===== src/design/pwmd_pkg.sv =====
package pwmd_pkg;
   // ------------------------------------------------------------
   // widths
   // ------------------------------------------------------------
   localparam int DATA_W = 8;
   localparam int AXI_ADDR_W = 8;
   localparam int CTRL_W = 5;
   localparam int STAT_W = 4;

   // ------------------------------------------------------------
   // register byte offsets
   // ------------------------------------------------------------
   localparam logic [7:0] CTRL_OFF = 8'h00;
   localparam logic [7:0] PERIOD_OFF = 8'h04;
   localparam logic [7:0] DUTY_OFF = 8'h08;
   localparam logic [7:0] COUNT_OFF = 8'h0C;
   localparam logic [7:0] STATUS_OFF = 8'h10;

   // ------------------------------------------------------------
   // field positions
   // ------------------------------------------------------------
   localparam int CTRL_RUN_BIT = 0;
   localparam int CTRL_LE_BIT = 1;
   localparam int CTRL_SRC_TC_BIT = 2;
   localparam int CTRL_INV_EN_BIT = 3;
   localparam int CTRL_IRQ_EN_BIT = 4;
   localparam int STAT_OUT_BIT = 0;
   localparam int STAT_TC_BIT = 1;
   localparam int STAT_EN_BIT = 2;
   localparam int STAT_RUN_BIT = 3;

   // ------------------------------------------------------------
   // reset values and bus answers
   // ------------------------------------------------------------
   localparam logic [4:0] CTRL_RST = 5'h00;
   localparam logic [7:0] PERIOD_RST = 8'hFF;
   localparam logic [7:0] DUTY_RST = 8'h00;
   localparam logic [1:0] RESP_OKAY = 2'h0;
   localparam logic [1:0] RESP_SLVERR = 2'h2;

   typedef enum logic [2:0] {
      SEL_CTRL,
      SEL_PERIOD,
      SEL_DUTY,
      SEL_COUNT,
      SEL_STATUS,
      SEL_NONE
   } pwmd_sel_t;
endpackage


===== src/design/pwmd_core_if.sv =====
`timescale 1ns/100ps
`default_nettype none
interface pwmd_core_if #(parameter int W = 8);
   logic run;
   logic cmp_le;
   logic src_tc;
   logic irq_en;
   logic en;
   logic load_count;
   logic [W-1:0] load_val;
   logic [W-1:0] period;
   logic [W-1:0] duty;
   logic [W-1:0] count;
   logic out;
   logic tc;
   logic irq;

   modport ctl (
      output run, cmp_le, src_tc, irq_en, en, load_count, load_val,
      output period, duty,
      input count, out, tc, irq
   );
   modport core (
      input run, cmp_le, src_tc, irq_en, en, load_count, load_val,
      input period, duty,
      output count, out, tc, irq
   );
endinterface
`default_nettype wire


===== src/design/pwmd_core.sv =====
`timescale 1ns/100ps
`default_nettype none
module pwmd_core
   import pwmd_pkg::*;
#(
   parameter int W = DATA_W
)
(
   input wire logic mclk_i,
   input wire logic reset_i,
   pwmd_core_if.core cif
);
   logic [W-1:0] count_r;
   logic out_r;
   logic tc_r;
   logic irq_r;
   logic step;
   logic tc_nxt;
   logic cmp_nxt;
   logic rise_nxt;
   logic [W:0] gap_r;
   logic steady_r;
   logic [W-1:0] period_q_r;

   // ------------------------------------------------------------
   // counter and comparator
   // ------------------------------------------------------------
   assign step = cif.run & cif.en;
   assign tc_nxt = step & (count_r == '0);
   assign cmp_nxt = cif.cmp_le ? (count_r <= cif.duty) : (count_r < cif.duty);
   assign rise_nxt = cif.run & cmp_nxt & ~out_r;

   always_ff @(posedge mclk_i)
   begin
      if (reset_i)
         count_r <= W'(PERIOD_RST);
      else if (cif.load_count)
         count_r <= cif.load_val;
      else if (tc_nxt)
         count_r <= cif.period;
      else if (step)
         count_r <= count_r - W'(1);
   end

   always_ff @(posedge mclk_i)
   begin
      if (reset_i)
         out_r <= 1'b0;
      else
         out_r <= cif.run & cmp_nxt;
   end

   always_ff @(posedge mclk_i)
   begin
      if (reset_i)
         tc_r <= 1'b0;
      else
         tc_r <= tc_nxt;
   end

   always_ff @(posedge mclk_i)
   begin
      if (reset_i)
         irq_r <= 1'b0;
      else
         irq_r <= cif.irq_en & (cif.src_tc ? tc_nxt : rise_nxt);
   end

   assign cif.count = count_r;
   assign cif.out = out_r;
   assign cif.tc = tc_r;
   assign cif.irq = irq_r;

   // ------------------------------------------------------------
   // checks
   // ------------------------------------------------------------
   always_ff @(posedge mclk_i)
   begin
      period_q_r <= cif.period;
      if (reset_i || !step || cif.load_count)
      begin
         gap_r <= '0;
         steady_r <= 1'b0;
      end
      else if (tc_nxt)
      begin
         gap_r <= (W+1)'(1);
         steady_r <= 1'b1;
      end
      else
      begin
         gap_r <= gap_r + (W+1)'(1);
         if (cif.period != period_q_r)
            steady_r <= 1'b0;
      end
   end

   a_count_decrement: assert property (@(posedge mclk_i) disable iff (reset_i)
      step && !cif.load_count && count_r != '0 |=>
      count_r == $past(count_r) - W'(1)) else $error("count did not step");
   a_count_reload: assert property (@(posedge mclk_i) disable iff (reset_i)
      tc_nxt && !cif.load_count |=> count_r == $past(cif.period))
      else $error("count not reloaded");
   a_count_hold: assert property (@(posedge mclk_i) disable iff (reset_i)
      !step && !cif.load_count |=> $stable(count_r))
      else $error("count moved while idle");
   a_period_length: assert property (@(posedge mclk_i) disable iff (reset_i)
      tc_nxt && steady_r && cif.period == period_q_r |->
      gap_r == {1'b0, cif.period} + (W+1)'(1))
      else $error("period length wrong");
   a_out_stopped: assert property (@(posedge mclk_i) disable iff (reset_i)
      !cif.run |=> !out_r ##0 $stable(count_r) || $past(cif.load_count))
      else $error("output high while stopped");
   a_compare_result: assert property (@(posedge mclk_i) disable iff (reset_i)
      cif.run |=> out_r == ($past(cif.cmp_le) ?
      ($past(count_r) <= $past(cif.duty)) : ($past(count_r) < $past(cif.duty))))
      else $error("compare result wrong");
   a_tc_pulse: assert property (@(posedge mclk_i) disable iff (reset_i)
      tc_r |-> count_r == $past(cif.period) && $past(step))
      else $error("terminal count without reload");
   a_irq_select: assert property (@(posedge mclk_i) disable iff (reset_i)
      1'b1 |=> irq_r == ($past(cif.irq_en) && ($past(cif.src_tc) ?
      tc_r : (out_r && !$past(out_r)))))
      else $error("interrupt source wrong");
endmodule
`default_nettype wire


===== src/design/pwmd_top.sv =====
// Register access over AXI4-Lite and the address map were chosen for this implementation.
`timescale 1ns/100ps
`default_nettype none
module pwmd_top
   import pwmd_pkg::*;
#(
   parameter int W = DATA_W,
   parameter int ADDR_W = AXI_ADDR_W
)
(
   input wire logic mclk_i,
   input wire logic reset_i,
   input wire logic enable_i,
   input wire logic [ADDR_W-1:0] s_axi_awaddr_i,
   input wire logic s_axi_awvalid_i,
   output logic s_axi_awready_o,
   input wire logic [31:0] s_axi_wdata_i,
   input wire logic [3:0] s_axi_wstrb_i,
   input wire logic s_axi_wvalid_i,
   output logic s_axi_wready_o,
   output logic [1:0] s_axi_bresp_o,
   output logic s_axi_bvalid_o,
   input wire logic s_axi_bready_i,
   input wire logic [ADDR_W-1:0] s_axi_araddr_i,
   input wire logic s_axi_arvalid_i,
   output logic s_axi_arready_o,
   output logic [31:0] s_axi_rdata_o,
   output logic [1:0] s_axi_rresp_o,
   output logic s_axi_rvalid_o,
   input wire logic s_axi_rready_i,
   output logic pwm_out_o,
   output logic tc_o,
   output logic irq_o
);
   logic awready_r;
   logic aw_held_r;
   logic [ADDR_W-1:0] awaddr_r;
   logic wready_r;
   logic w_held_r;
   logic [31:0] wdata_r;
   logic [3:0] wstrb_r;
   logic bvalid_r;
   logic [1:0] bresp_r;
   logic arready_r;
   logic rvalid_r;
   logic [31:0] rdata_r;
   logic [1:0] rresp_r;
   logic aw_hs;
   logic w_hs;
   logic b_hs;
   logic ar_hs;
   logic r_hs;
   logic do_wr;
   pwmd_sel_t wr_sel;
   pwmd_sel_t rd_sel;
   logic [31:0] wr_old;
   logic [31:0] wr_word;
   logic [W-1:0] wr_val;
   logic [31:0] rd_word;
   logic [CTRL_W-1:0] ctrl_r;
   logic [W-1:0] period_r;
   logic [W-1:0] duty_r;
   logic en_s1_r;
   logic en_s2_r;
   logic en_s3_r;
   logic en_lvl_r;

   pwmd_core_if #(.W(W)) cif ();

   // ------------------------------------------------------------
   // helpers
   // ------------------------------------------------------------
   function automatic pwmd_sel_t reg_decode(input logic [ADDR_W-1:0] a);
      logic [ADDR_W-1:0] wa;
      wa = {a[ADDR_W-1:2], 2'b00};
      if (wa == ADDR_W'(CTRL_OFF))
         return SEL_CTRL;
      else if (wa == ADDR_W'(PERIOD_OFF))
         return SEL_PERIOD;
      else if (wa == ADDR_W'(DUTY_OFF))
         return SEL_DUTY;
      else if (wa == ADDR_W'(COUNT_OFF))
         return SEL_COUNT;
      else if (wa == ADDR_W'(STATUS_OFF))
         return SEL_STATUS;
      else
         return SEL_NONE;
   endfunction

   function automatic logic [31:0] reg_word(input pwmd_sel_t sel);
      logic [31:0] v;
      v = '0;
      case (sel)
         SEL_CTRL:
            v = 32'(ctrl_r);
         SEL_PERIOD:
            v = 32'(period_r);
         SEL_DUTY:
            v = 32'(duty_r);
         SEL_COUNT:
            v = 32'(cif.count);
         SEL_STATUS:
         begin
            v[STAT_OUT_BIT] = cif.out;
            v[STAT_TC_BIT] = cif.tc;
            v[STAT_EN_BIT] = cif.en;
            v[STAT_RUN_BIT] = ctrl_r[CTRL_RUN_BIT];
         end
         default:
            v = '0;
      endcase
      return v;
   endfunction

   // ------------------------------------------------------------
   // write channels
   // ------------------------------------------------------------
   assign aw_hs = s_axi_awvalid_i & awready_r;
   assign w_hs = s_axi_wvalid_i & wready_r;
   assign b_hs = bvalid_r & s_axi_bready_i;
   assign do_wr = aw_held_r & w_held_r & ~bvalid_r;
   assign wr_sel = reg_decode(awaddr_r);
   assign wr_val = wr_word[W-1:0];

   always_comb
   begin
      wr_old = reg_word(wr_sel);
      wr_word = wr_old;
      for (int i = 0; i < 4; i++)
      begin
         if (wstrb_r[i])
            wr_word[8*i +: 8] = wdata_r[8*i +: 8];
      end
   end

   always_ff @(posedge mclk_i)
   begin
      if (reset_i)
      begin
         awready_r <= 1'b0;
         aw_held_r <= 1'b0;
         awaddr_r <= '0;
      end
      else if (aw_hs)
      begin
         awready_r <= 1'b0;
         aw_held_r <= 1'b1;
         awaddr_r <= s_axi_awaddr_i;
      end
      else if (do_wr)
         aw_held_r <= 1'b0;
      else if (!aw_held_r && !bvalid_r)
         awready_r <= 1'b1;
   end

   always_ff @(posedge mclk_i)
   begin
      if (reset_i)
      begin
         wready_r <= 1'b0;
         w_held_r <= 1'b0;
         wdata_r <= '0;
         wstrb_r <= '0;
      end
      else if (w_hs)
      begin
         wready_r <= 1'b0;
         w_held_r <= 1'b1;
         wdata_r <= s_axi_wdata_i;
         wstrb_r <= s_axi_wstrb_i;
      end
      else if (do_wr)
         w_held_r <= 1'b0;
      else if (!w_held_r && !bvalid_r)
         wready_r <= 1'b1;
   end

   always_ff @(posedge mclk_i)
   begin
      if (reset_i)
      begin
         bvalid_r <= 1'b0;
         bresp_r <= RESP_OKAY;
      end
      else if (do_wr)
      begin
         bvalid_r <= 1'b1;
         bresp_r <= (wr_sel == SEL_NONE) ? RESP_SLVERR : RESP_OKAY;
      end
      else if (b_hs)
         bvalid_r <= 1'b0;
   end

   // ------------------------------------------------------------
   // read channels
   // ------------------------------------------------------------
   assign ar_hs = s_axi_arvalid_i & arready_r;
   assign r_hs = rvalid_r & s_axi_rready_i;
   assign rd_sel = reg_decode(s_axi_araddr_i);

   always_comb
   begin
      rd_word = reg_word(rd_sel);
   end

   always_ff @(posedge mclk_i)
   begin
      if (reset_i)
      begin
         arready_r <= 1'b0;
         rvalid_r <= 1'b0;
         rdata_r <= '0;
         rresp_r <= RESP_OKAY;
      end
      else if (ar_hs)
      begin
         arready_r <= 1'b0;
         rvalid_r <= 1'b1;
         rdata_r <= rd_word;
         rresp_r <= (rd_sel == SEL_NONE) ? RESP_SLVERR : RESP_OKAY;
      end
      else if (r_hs)
         rvalid_r <= 1'b0;
      else if (!rvalid_r)
         arready_r <= 1'b1;
   end

   // ------------------------------------------------------------
   // registers
   // ------------------------------------------------------------
   always_ff @(posedge mclk_i)
   begin
      if (reset_i)
         ctrl_r <= CTRL_RST;
      else if (do_wr && wr_sel == SEL_CTRL)
         ctrl_r <= wr_word[CTRL_W-1:0];
   end

   always_ff @(posedge mclk_i)
   begin
      if (reset_i)
         period_r <= W'(PERIOD_RST);
      else if (do_wr && wr_sel == SEL_PERIOD)
         period_r <= wr_val;
   end

   always_ff @(posedge mclk_i)
   begin
      if (reset_i)
         duty_r <= W'(DUTY_RST);
      else if (do_wr && wr_sel == SEL_DUTY)
         duty_r <= wr_val;
      else if (ar_hs && rd_sel == SEL_COUNT)
         duty_r <= cif.count;
   end

   // ------------------------------------------------------------
   // enable input synchroniser
   // ------------------------------------------------------------
   always_ff @(posedge mclk_i)
   begin
      if (reset_i)
      begin
         en_s1_r <= 1'b0;
         en_s2_r <= 1'b0;
         en_s3_r <= 1'b0;
         en_lvl_r <= 1'b0;
      end
      else
      begin
         en_s1_r <= enable_i;
         en_s2_r <= en_s1_r;
         en_s3_r <= en_s2_r;
         if (en_s2_r == en_s3_r)
            en_lvl_r <= en_s3_r;
      end
   end

   // ------------------------------------------------------------
   // core hookup
   // ------------------------------------------------------------
   assign cif.run = ctrl_r[CTRL_RUN_BIT];
   assign cif.cmp_le = ctrl_r[CTRL_LE_BIT];
   assign cif.src_tc = ctrl_r[CTRL_SRC_TC_BIT];
   assign cif.irq_en = ctrl_r[CTRL_IRQ_EN_BIT];
   assign cif.en = en_lvl_r ^ ctrl_r[CTRL_INV_EN_BIT];
   assign cif.load_count = do_wr & (wr_sel == SEL_PERIOD) &
                           ~ctrl_r[CTRL_RUN_BIT];
   assign cif.load_val = wr_val;
   assign cif.period = period_r;
   assign cif.duty = duty_r;

   pwmd_core #(.W(W)) u_core (
      .mclk_i(mclk_i),
      .reset_i(reset_i),
      .cif(cif.core)
   );

   assign s_axi_awready_o = awready_r;
   assign s_axi_wready_o = wready_r;
   assign s_axi_bresp_o = bresp_r;
   assign s_axi_bvalid_o = bvalid_r;
   assign s_axi_arready_o = arready_r;
   assign s_axi_rdata_o = rdata_r;
   assign s_axi_rresp_o = rresp_r;
   assign s_axi_rvalid_o = rvalid_r;
   assign pwm_out_o = cif.out;
   assign tc_o = cif.tc;
   assign irq_o = cif.irq;

   // ------------------------------------------------------------
   // checks
   // ------------------------------------------------------------
   a_stopped_load: assert property (@(posedge mclk_i) disable iff (reset_i)
      do_wr && wr_sel == SEL_PERIOD && !ctrl_r[CTRL_RUN_BIT] |=>
      cif.count == $past(wr_val) && period_r == $past(wr_val))
      else $error("stopped period write missed count");
   a_running_period: assert property (@(posedge mclk_i) disable iff (reset_i)
      do_wr && wr_sel == SEL_PERIOD && ctrl_r[CTRL_RUN_BIT] && !cif.en |=>
      $stable(cif.count)) else $error("running period write moved count");
   a_count_copy: assert property (@(posedge mclk_i) disable iff (reset_i)
      ar_hs && rd_sel == SEL_COUNT && !(do_wr && wr_sel == SEL_DUTY) |=>
      duty_r == $past(cif.count) && rdata_r == 32'($past(cif.count)))
      else $error("count read did not copy");
   a_duty_next_cycle: assert property (@(posedge mclk_i) disable iff (reset_i)
      do_wr && wr_sel == SEL_DUTY && wstrb_r[0] |=>
      duty_r == $past(wr_val) ##1 (!ctrl_r[CTRL_RUN_BIT] || (pwm_out_o ==
      ($past(cif.cmp_le) ? ($past(cif.count) <= $past(duty_r)) :
      ($past(cif.count) < $past(duty_r))))))
      else $error("threshold write late");
   a_enable_sense: assert property (@(posedge mclk_i) disable iff (reset_i)
      en_s2_r == en_s3_r |=> en_lvl_r == $past(en_s3_r) ##0
      cif.en == (en_lvl_r != ctrl_r[CTRL_INV_EN_BIT]))
      else $error("enable sense wrong");
   a_write_answer: assert property (@(posedge mclk_i) disable iff (reset_i)
      do_wr |=> s_axi_bvalid_o && !s_axi_awready_o && !s_axi_wready_o)
      else $error("write answer missing");
   a_read_answer: assert property (@(posedge mclk_i) disable iff (reset_i)
      ar_hs |=> s_axi_rvalid_o && !s_axi_arready_o)
      else $error("read answer missing");
   a_run_stops: assert property (@(posedge mclk_i) disable iff (reset_i)
      !ctrl_r[CTRL_RUN_BIT] && !cif.load_count |=> $stable(cif.count))
      else $error("stopped counter moved");
endmodule
`default_nettype wire


===== config.mk =====
export PLATFORM = sky130hd
export DESIGN_NAME = pwmd_top
export DESIGN_NICKNAME = d
export VERILOG_FILES = /design/src/design/pwmd_pkg.sv /design/src/design/pwmd_core_if.sv /design/src/design/pwmd_core.sv /design/src/design/pwmd_top.sv
export SDC_FILE = /design/constraint.sdc
export NUM_CORES = 1
export LEC_CHECK = 0
export ABC_AREA = 1
export ABC_CLOCK_PERIOD_IN_PS = 3200
export BUFFER_PORTS_ARGS = -buffer_cell sky130_fd_sc_hd__buf_2
export CORE_MARGIN = 2
export CORE_UTILIZATION = 45
export CTS_CLUSTER_SIZE = 30
export DETAILED_ROUTE_END_ITERATION = 7
export PLACE_DENSITY_LB_ADDON = 0.12
export REMOVE_ABC_BUFFERS = 1
export SLEW_MARGIN = 20
export SYNTH_ARGS = -nofsm -noshare
export SYNTH_HDL_FRONTEND = slang
export SYNTH_SLANG_ARGS = --single-unit
export TNS_END_PERCENT = 50

===== constraint.sdc =====
create_clock -name mclk_i -period 3.2 [get_ports mclk_i]
set_clock_uncertainty 0.2 [all_clocks]
set_input_delay 0.16 -clock mclk_i [delete_from_list [all_inputs] [get_ports mclk_i]]
set_output_delay 0.16 -clock mclk_i [all_outputs]
set_load 0.03 [all_outputs]

==> results of run 1 <==
==> cells by family (layout without fill, tap and decap cells) <==
kind of cell / count (synthesis) / count (layout)
buffers and inverters: 112 / 157
adders and majority gates: 9 / 9
AOI/OAI and AO/OA: 123 / 123
and+or+nand+nor: 268 / 268
other: 1 / 26
DFF: 68 / 68
xor gates and xnor gates: 4 / 4
==> sequential cells by signal, indices dropped and copies added (netlist names), 5 cells and up <==
signal and flops:
wdata_r 8, awaddr_r 6, ctrl_r 5, cif.duty 8
u_core.cif.count 8, s_axi_rdata_o 8, cif.period 8
==> routing by layer <==
layer,share of wire [%],vias to the layer above,GRT usage [%]
li1,-,1979,-
met1,45,1793,29.9
met2,45,158,36.8
met3,7.2,27,4.53
met4,2.8,0,10.1
met5,0,-,0
==> cell usage after synthesis, drive strengths merged <==
cell    number  share of area [%]
xor2         4               0.89
ha           9                2.9
conb         1              0.095
nand3b       3               0.57
nand2      142                 15
nor3         4               0.64
a211oi       1               0.19
nor2        73                8.8
o221ai       1               0.22
o211ai       6                1.1
o31ai        1               0.19
dfxtp       68                 35
o21ai       53                6.8
o21a         2               0.38
a31oi        1               0.16
a21oi       50                6.4
o21bai       6                1.1
clkbuf       9               0.86
nand4       15                2.4
o22ai        2               0.32
buf         30                5.6
inv         73                7.0
nand3       31                4.2
==> worst paths after layout <==
path              slack (ns)                          endpoint  cells after the start
setup / recovery        1.18  u_core.cif.count[0]$_SDFFE_PP1P_                      9
hold / removal          0.02     s_axi_rresp_o[1]$_SDFFE_PP0P_                      2
setup reg to reg        1.18  u_core.cif.count[0]$_SDFFE_PP1P_                      9
hold reg to reg         0.20                en_s2_r$_SDFF_PP0_                      2
==> power breakdown <==
part	internal, mW	total [mW]	switching [mW]
Sequential	0.871	0.892	0.0208
Clock	0.325	0.676	0.351
Combinational	0.0778	0.261	0.183
Total	1.27	1.83	0.555
==> area by class of cell <==
cell class	instances	share of cell area, %
clock inverter	3	0.469
sequential	68	30.0
tap	108	2.98
multi-input combinational	430	47.2
inverter	73	6.04
clock buffer	13	3.50
timing repair buffer	68	9.77
==> stage by stage <==
stage	power (mW)	instance area, um2	worst slack, ns	hold WS (ns)	instances
6_report	1.83	4540	1.18	0.0228	763
5_1_grt	1.90	4540	0.992	0.0404	763
4_1_cts	1.83	4540	1.19	0.0166	763
3_5_place_dp	1.15	4170	1.21	0.165	728
3_3_place_gp	1.15	4170	1.21	0.155	728
2_1_floorplan	1.08	3780	0.915	0.0291	571
==> run_results.csv, run 1 <==
group,metric,value,unit
timing,slew_headroom,48.6,%
synthesis,synthMuxAreaShare,0,%
clock_tree,cts_tree,"yes",
synthesis,syn_area_per_cell,6.73,um2
worst_hold_path,worstHoldStart,"reset_i",
synthesis,netlist_area,0.00394,mm2
power_and_ir_drop,leakagePower,2.17,nW
floorplanning,dieWidth,97.5,um
worst_setup_path,arrival,2.07,ns
grt,grt_pass1_wl,17500,um
layout,final_common_cell,"nand2_1",
synthesis,syn_inst,585,
clock_tree,cts_resized,0,
floorplanning,coreArea,0.00859,mm2
synthesis,synth_compound_area_share,16.9,%
grt,antenna_found_initial,0,
grt,first_global_vias,3621,
timing,finalSetupTns,0,ns
timing,drv_slew,0,
synthesis,yosysSeqAreaShare,34.6,%
layout,diodes,0,
synthesis,synth_seq_cells,68,
clock_tree,hold_buffers,19,
power_and_ir_drop,peakVddDrop,0.000277,V
worst_setup_path,crit_path_top_delay_cell,"dfxtp_1",
floorplanning,ios,104,
layout,final_util,52.8,%
routing,final_antenna_net_count,0,
clock_tree,worst_skew_pair.late_latency,0.35,ns
layout,fill_cells,874,
worst_setup_path,endpoint_kind,"flop",
placement,gp_congestion,0.931,
worst_setup_path,required,3.25,ns
layout,multi_input_area,0.00214,mm2
clock_tree,clk_pin_slew,0.08,ns
layout,ff_latch_area,0.00136,mm2
floorplanning,start_util,45.8,%
clock_tree,cts_buffer_depth,2,
timing,finalHoldViolations,0,
synthesis,synth_top_family_by_area,"simple AND/OR/NAND/NOR gates",
worst_setup_path,worstPathCellList,"nor2_1, buf_4, nand3_2, nor2_4, nand2_4, nand2_4, o21ai_0, a21oi_1, nand2_1",
worst_hold_path,min_path_type,"input port to flop",
timing,tightest_slew,0.771,ns
worst_setup_path,crit_start,"awaddr_r[7]$_SDFFE_PP0P_",
worst_setup_path,criticalPathCategory,"flop to flop",
routing,via_per_inst,5.19,
layout,area_delta_synth_final,15.2,%
routing,wl_per_cell,14.1,um
worst_setup_path,cp_slowest_stage_delay,0.31,ns
floorplanning,fp-row-count,34,
timing,grt_setup_unrepaired,"false",
grt,gr-total-overflow,0,
flow_run,drv_cap,0,
floorplanning,die_y,97.5,um
synthesis,synth_fa_ha_area_share,2.86,%
synthesis,ys_types,34,
run_status,status,"finished clean",
synthesis,synthXorXnorAreaFrac,0.890,%
synthesis,yosys_warnings,0,
layout,nNetsFinal,719,
routing,drtIter0Drc,247,
grt,grt_start_max_net_pins,28,
worst_setup_path,r2r-start,"awaddr_r[7]$_SDFFE_PP0P_",
layout,drive_above_1_share,14.8,%
worst_setup_path,cp_num_buf_inv,1,
timing,fin_crit,2.02,ns
routing,drc,0,
routing,dr.pass1.iters,5,
clock_tree,clock_tree.htree_level_count,3,
timing,fmax,494,MHz
synthesis,synthSimpleGateAreaFrac,31.2,%
grt,track_usage,23.0,%
clock_tree,root_buffer,"clkbuf_8",
placement,place_hpwl,7800,um
floorplanning,die_area,0.00951,mm2
clock_tree,numClockSinks,68,
timing,timing.final.crit_share,63.3,%
worst_setup_path,crit_path_frequent_cell,"nand2_4",
worst_setup_path,critPathMaxFanout,21,
worst_setup_path,crit_family,"simple AND/OR/NAND/NOR gates",
clock_tree,cts_setup_buffers,0,
worst_setup_path,start_kind,"flop",
timing,setup_violations,0,
placement,port_buffers,46,
clock_tree,numCtsBuffers,9,
power_and_ir_drop,powerDensity,403,mW/mm2
routing,dr_total_vias,3957,
routing,wl,10700,um
layout,layout_common_cells,"131 x nand2_1, 68 x dfxtp_1, 66 x inv_1",
(Power assumes the default switching activity.)
==> inputs of run 2 (changes only) <==
- ABC_CLOCK_PERIOD_IN_PS: 3200 -> 1700
- clock period: 3.2 -> 1.7 ns (I/O delays scaled with it)
==> run_results.csv, run 2 (synthesis gave the netlist of run 1 again) <==
group,metric,value,unit
power_and_ir_drop,total_power,3.94,mW
floorplanning,ios,104,
routing,via_per_inst,5.11,
layout,layout_common_cells,"120 x nand2_1, 61 x inv_1, 56 x buf_4",
worst_setup_path,cp_num_buf_inv,2,
worst_setup_path,critPathMaxFanout,7,
layout,final_common_cell,"nand2_1",
clock_tree,cts_buffer_depth,2,
timing,tightest_slew,0.573,ns
worst_setup_path,arrival,1.73,ns
routing,drtIter0Drc,270,
worst_setup_path,endpoint_kind,"flop",
floorplanning,die_y,97.5,um
timing,finalHoldViolations,0,
flow_run,drv_cap,0,
grt,antenna_found_initial,0,
power_and_ir_drop,powerDensity,738,mW/mm2
timing,setup_violations,0,
timing,timing.final.crit_share,98.8,%
worst_hold_path,min_path_type,"input port to flop",
routing,dr.pass1.iters,7,
timing,setup_slack,0.0203,ns
routing,wl,11900,um
layout,fin_cells,824,
floorplanning,start_util,45.8,%
layout,drive_above_1_share,29.9,%
timing,fin_crit,1.68,ns
grt,grt_pass1_wl,19100,um
placement,place_hpwl,9020,um
layout,area_delta_synth_final,35.7,%
placement,gp_congestion,0.913,
clock_tree,numCtsBuffers,9,
timing,slew_headroom,61.6,%
clock_tree,worst_skew_pair.late_latency,0.36,ns
grt,grt_start_max_net_pins,18,
routing,wl_per_cell,14.4,um
placement,post-place-ws,-0.113,ns
power_and_ir_drop,leakagePower,2.52,nW
run_status,status,"finished clean",
worst_hold_path,hold_depth,5,
layout,nNetsFinal,780,
clock_tree,clock_tree.htree_level_count,3,
layout,fill_cells,801,
placement,place_inst,777,
placement,port_buffers,46,
worst_setup_path,crit_family,"simple AND/OR/NAND/NOR gates",
timing,hold_ws,0.0214,ns
floorplanning,coreArea,0.00859,mm2
timing,grt_setup_unrepaired,"true",
layout,multi_input_area,0.00235,mm2
power_and_ir_drop,peakVddDrop,0.000592,V
timing,finalSetupTns,0,ns
floorplanning,die_area,0.00951,mm2
worst_setup_path,rr_worst_depth,7,
worst_setup_path,cp_slowest_stage_delay,0.34,ns
worst_setup_path,path_depth,7,
worst_setup_path,regToRegSetupSlack,0.02,ns
timing,drv_slew,0,
floorplanning,dieWidth,97.5,um
layout,diodes,0,
grt,track_usage,25.1,%
layout,ff_latch_area,0.00139,mm2
grt,first_global_vias,3916,
routing,dr_total_vias,4208,
worst_setup_path,crit_path_frequent_cell,"inv_4",
routing,final_antenna_net_count,0,
floorplanning,fp-row-count,34,
grt,gr-total-overflow,0,
worst_setup_path,worstPathCellList,"inv_4, ha_4, nand4_1, nor2_4, inv_4, o211ai_1, nand3b_1",
clock_tree,numClockSinks,68,
clock_tree,cts_tree,"yes",
routing,drc,0,
worst_setup_path,criticalPathCategory,"flop to flop",
clock_tree,clk_pin_slew,0.08,ns
worst_setup_path,crit_path_top_delay_cell,"dfxtp_2",
clock_tree,root_buffer,"clkbuf_8",
timing,fmax,595,MHz
worst_setup_path,start_kind,"flop",
worst_setup_path,required,1.75,ns
==> run 2: cell count changes in the layout (fill, tap and decap cells not counted), moves of 6 or more <==
cell and delta:
o21ai_0 -7, nor2_1 -6, nor2_4 +6, nand2_2 +9, buf_4 +53, dfxtp_1 -17, dfxtp_2 +13, nand2_1 -11
a21oi_2 +7, a21oi_1 -7
==> run 2: worst paths after layout <==
path | to | start
max | u_core.cif.count[2]$_SDFFE_PP1P_ | u_core.cif.count[0]$_SDFFE_PP1P_
min | s_axi_rresp_o[1]$_SDFFE_PP0P_ | s_axi_arvalid_i
max reg2reg | u_core.cif.count[2]$_SDFFE_PP1P_ | u_core.cif.count[0]$_SDFFE_PP1P_
min reg2reg | en_s2_r$_SDFF_PP0_ | en_s1_r$_SDFF_PP0_
==> run 2: repair_timing <==
item                                    in CTS  in global routing
hold endpoints to repair                    21                  0
pin swaps                                    3                 22
endpoints found under the setup margin      18                 30
gates cloned                                 0                  0
gates resized for setup                     13                 75
hold buffers                                22                  0
setup buffers                                4                  5
==> run 2: report_power, final <==
group | internal, mW | switching [mW]
clock | 0.978 | 0.683
sequential | 1.64 | 0.0413
combinational | 0.222 | 0.381
==> run 2: metrics by stage <==
step,instance area [um2],util [%]
floorplan,3780,-
global placement,4550,52.9
detailed placement,4550,52.9
CTS,5070,59.0
global route,5350,62.2
finish,5350,62.2
==> run 2: area by class of cell <==
type,instances,area share [%]
repair buffers,129,17.6
well taps,108,2.53
clock buffers,10,2.39
clock inverters,6,2.11
flip-flops and latches,68,26.1
multi-input cells,430,44.0
inverters,73,5.31
==> run 2: per-layer routing <==
layer / track usage, % / vias up / wire length, um
met5: 0 / - / 0
met4: 8.12 / 0 / 274
met3: 4.75 / 23 / 669
met2: 41.1 / 160 / 5540
met1: 33.3 / 1914 / 5400
li1: - / 2111 / -
==> run 2: worst register-to-register path: stages (launching register included) <==
cell and delay [ns]:
dfxtp_2 0.34, inv_4 0.07, ha_4 0.14, nand4_1 0.19, nor2_4 0.26, inv_4 0.09
o211ai_1 0.19, nand3b_1 0.09
==> inputs of run 3 (changes only) <==
- MAX_ROUTING_LAYER: default -> met4
- PLACE_DENSITY_LB_ADDON: 0.12 -> 0.3
==> run_results.csv, run 3 (synthesis gave the netlist of run 1 again) <==
group,metric,value,unit
routing,final_antenna_net_count,0,
clock_tree,numClockSinks,68,
grt,first_global_vias,3889,
routing,wl,12000,um
routing,dr.pass1.iters,5,
timing,fin_crit,1.74,ns
worst_setup_path,critPathMaxFanout,3,
power_and_ir_drop,powerDensity,663,mW/mm2
layout,area_delta_synth_final,37.9,%
worst_setup_path,rr_worst_depth,8,
layout,fill_cells,802,
floorplanning,start_util,45.8,%
worst_hold_path,worstHoldStart,"s_axi_araddr_i[6]",
placement,gp_congestion,0.964,
clock_tree,clk_pin_slew,0.07,ns
worst_setup_path,crit_start,"u_core.cif.count[1]$_SDFFE_PP1P_",
clock_tree,root_buffer,"clkbuf_8",
grt,gr-total-overflow,0,
routing,via_per_inst,5.09,
clock_tree,cts_tree,"yes",
routing,dr_total_vias,4216,
clock_tree,clock_tree.htree_level_count,3,
worst_setup_path,r2r_end,"u_core.cif.count[3]$_SDFFE_PP1P_",
floorplanning,dieWidth,97.5,um
worst_setup_path,required,1.79,ns
placement,port_buffers,46,
floorplanning,die_area,0.00951,mm2
timing,tightest_slew,0.553,ns
clock_tree,worst_skew_pair.late_latency,0.35,ns
flow_run,drv_cap,0,
power_and_ir_drop,leakagePower,2.59,nW
worst_setup_path,regToRegSetupSlack,-0.04,ns
timing,grt_setup_unrepaired,"true",
layout,design_area,0.00543,mm2
layout,nNetsFinal,787,
timing,setup_violations,2,
grt,grt_start_max_net_pins,31,
placement,place_inst,777,
floorplanning,coreArea,0.00859,mm2
timing,setup_slack,-0.0366,ns
layout,diodes,0,
power_and_ir_drop,peakVddDrop,0.000384,V
placement,place_hpwl,8640,um
clock_tree,numCtsBuffers,9,
floorplanning,fp-row-count,34,
floorplanning,die_y,97.5,um
worst_setup_path,r2r-start,"u_core.cif.count[1]$_SDFFE_PP1P_",
routing,drtIter0Drc,219,
worst_hold_path,min_path_type,"input port to flop",
worst_hold_path,worstHoldEndpoint,"s_axi_rdata_o[0]$_SDFFE_PP0P_",
grt,grt_pass1_wl,18800,um
grt,antenna_found_initial,0,
worst_setup_path,criticalPathCategory,"flop to flop",
layout,drive_above_1_share,31.1,%
worst_setup_path,cp_slowest_stage_delay,0.37,ns
grt,track_usage,25.3,%
routing,wl_per_cell,14.5,um
worst_setup_path,endpoint_kind,"flop",
timing,slew_headroom,63.0,%
layout,layout_common_cells,"120 x nand2_1, 59 x inv_1, 55 x nor2_1, 55 x dfxtp_1, 53 x buf_4",
run_status,violations,"negative setup slack",
floorplanning,ios,104,
worst_setup_path,worstPathCellList,"inv_2, ha_4, nand4_1, nor2_1, o21ai_0, a21oi_1, nor2_1, nand2_1",
layout,fin_cells,829,
routing,drc,0,
run_status,status,"finished with violations",
timing,timing.final.crit_share,102,%
worst_setup_path,crit_path_top_delay_cell,"nor2_1",
timing,fmax,576,MHz
worst_setup_path,crit_path_frequent_cell,"nor2_1",
placement,placed_area,0.00455,mm2
worst_setup_path,start_kind,"flop",
layout,final_common_cell,"nand2_1",
timing,drv_slew,0,
worst_hold_path,hold_depth,6,
timing,finalHoldViolations,0,
worst_setup_path,arrival,1.83,ns
clock_tree,cts_buffer_depth,2,
[run 3: repair_timing]
item | CTS | global route
resized for setup | 8 | 90
pin swaps | 2 | 38
hold endpoints to repair | 24 | 0
gates cloned | 0 | 3
endpoints found under the setup margin | 15 | 28
hold buffers | 21 | 0
buffers inserted | 3 | 11
[run 3: layout make-up]
class,count,area (um2),area share (%)
Clock inverter,2,10.0,0.184
Sequential cell,68,1390,25.6
Timing Repair Buffer,136,1090,20.1
Multi-Input combinational cell,430,2360,43.4
Inverter,73,284,5.23
Tap cell,108,135,2.49
Clock buffer,12,165,3.04
[run 3: worst max-delay path, delay by kind of cell (launching register included)]
family          cells  cell delay (ns)
compound gates      2             0.30
fa+ha+maj           1             0.13
buf+inv             1             0.08
flops               1             0.34
simple gates        4             0.65
[run 3: routing by layer]
metal  GRT usage (%)  up-vias  wire [um]
li1                -     2121          -
met1            31.6     1872       5220
met2            41.2      186       5600
met3            4.17       37        840
met4            9.83        0        374
met5               -        -          0
[run 3: worst max path at each step]
stage / cells after the start / slack [ns] / endpoint
3_3_place_gp: 11 / -0.1 / u_core.cif.count[5]$_SDFFE_PP1P_
3_5_place_dp: 9 / -0.09 / u_core.cif.count[2]$_SDFFE_PP1P_
5_1_grt: 8 / -0.09 / u_core.cif.count[3]$_SDFFE_PP1P_
2_1_floorplan: 8 / -0.58 / u_core.cif.count[0]$_SDFFE_PP1P_
4_1_cts: 9 / -0.008 / u_core.cif.count[2]$_SDFFE_PP1P_
6_report: 8 / -0.04 / u_core.cif.count[3]$_SDFFE_PP1P_
[run 3: through the flow]
step / setup TNS (ns) / power (mW) / utilization, % / hold WS, ns / setup slack (ns)
3_3_place_gp: -0.258 / 2.22 / 52.9 / 0.0765 / -0.0964
4_1_cts: -0.0119 / 3.49 / 57.8 / 0.00486 / -0.00847
3_5_place_dp: -0.424 / 2.23 / 52.9 / 0.0879 / -0.0950
2_1_floorplan: -12.42 / 2.02 / - / -0.0459 / -0.585
5_1_grt: -1.17 / 3.76 / 63.2 / 0.0678 / -0.0855
6_report: -0.0412 / 3.60 / 63.2 / 0.0154 / -0.0366
[run 3: where the power goes]
| group | internal [mW] | total [mW] | switching [mW] | leakage (nW) |
|---|---|---|---|---|
| combinational | 0.288 | 0.700 | 0.412 | 1.94 |
| sequential | 1.64 | 1.68 | 0.0394 | 0.557 |
| clock | 0.628 | 1.22 | 0.593 | 0.0941 |
| total | 2.56 | 3.60 | 1.04 | 2.59 |
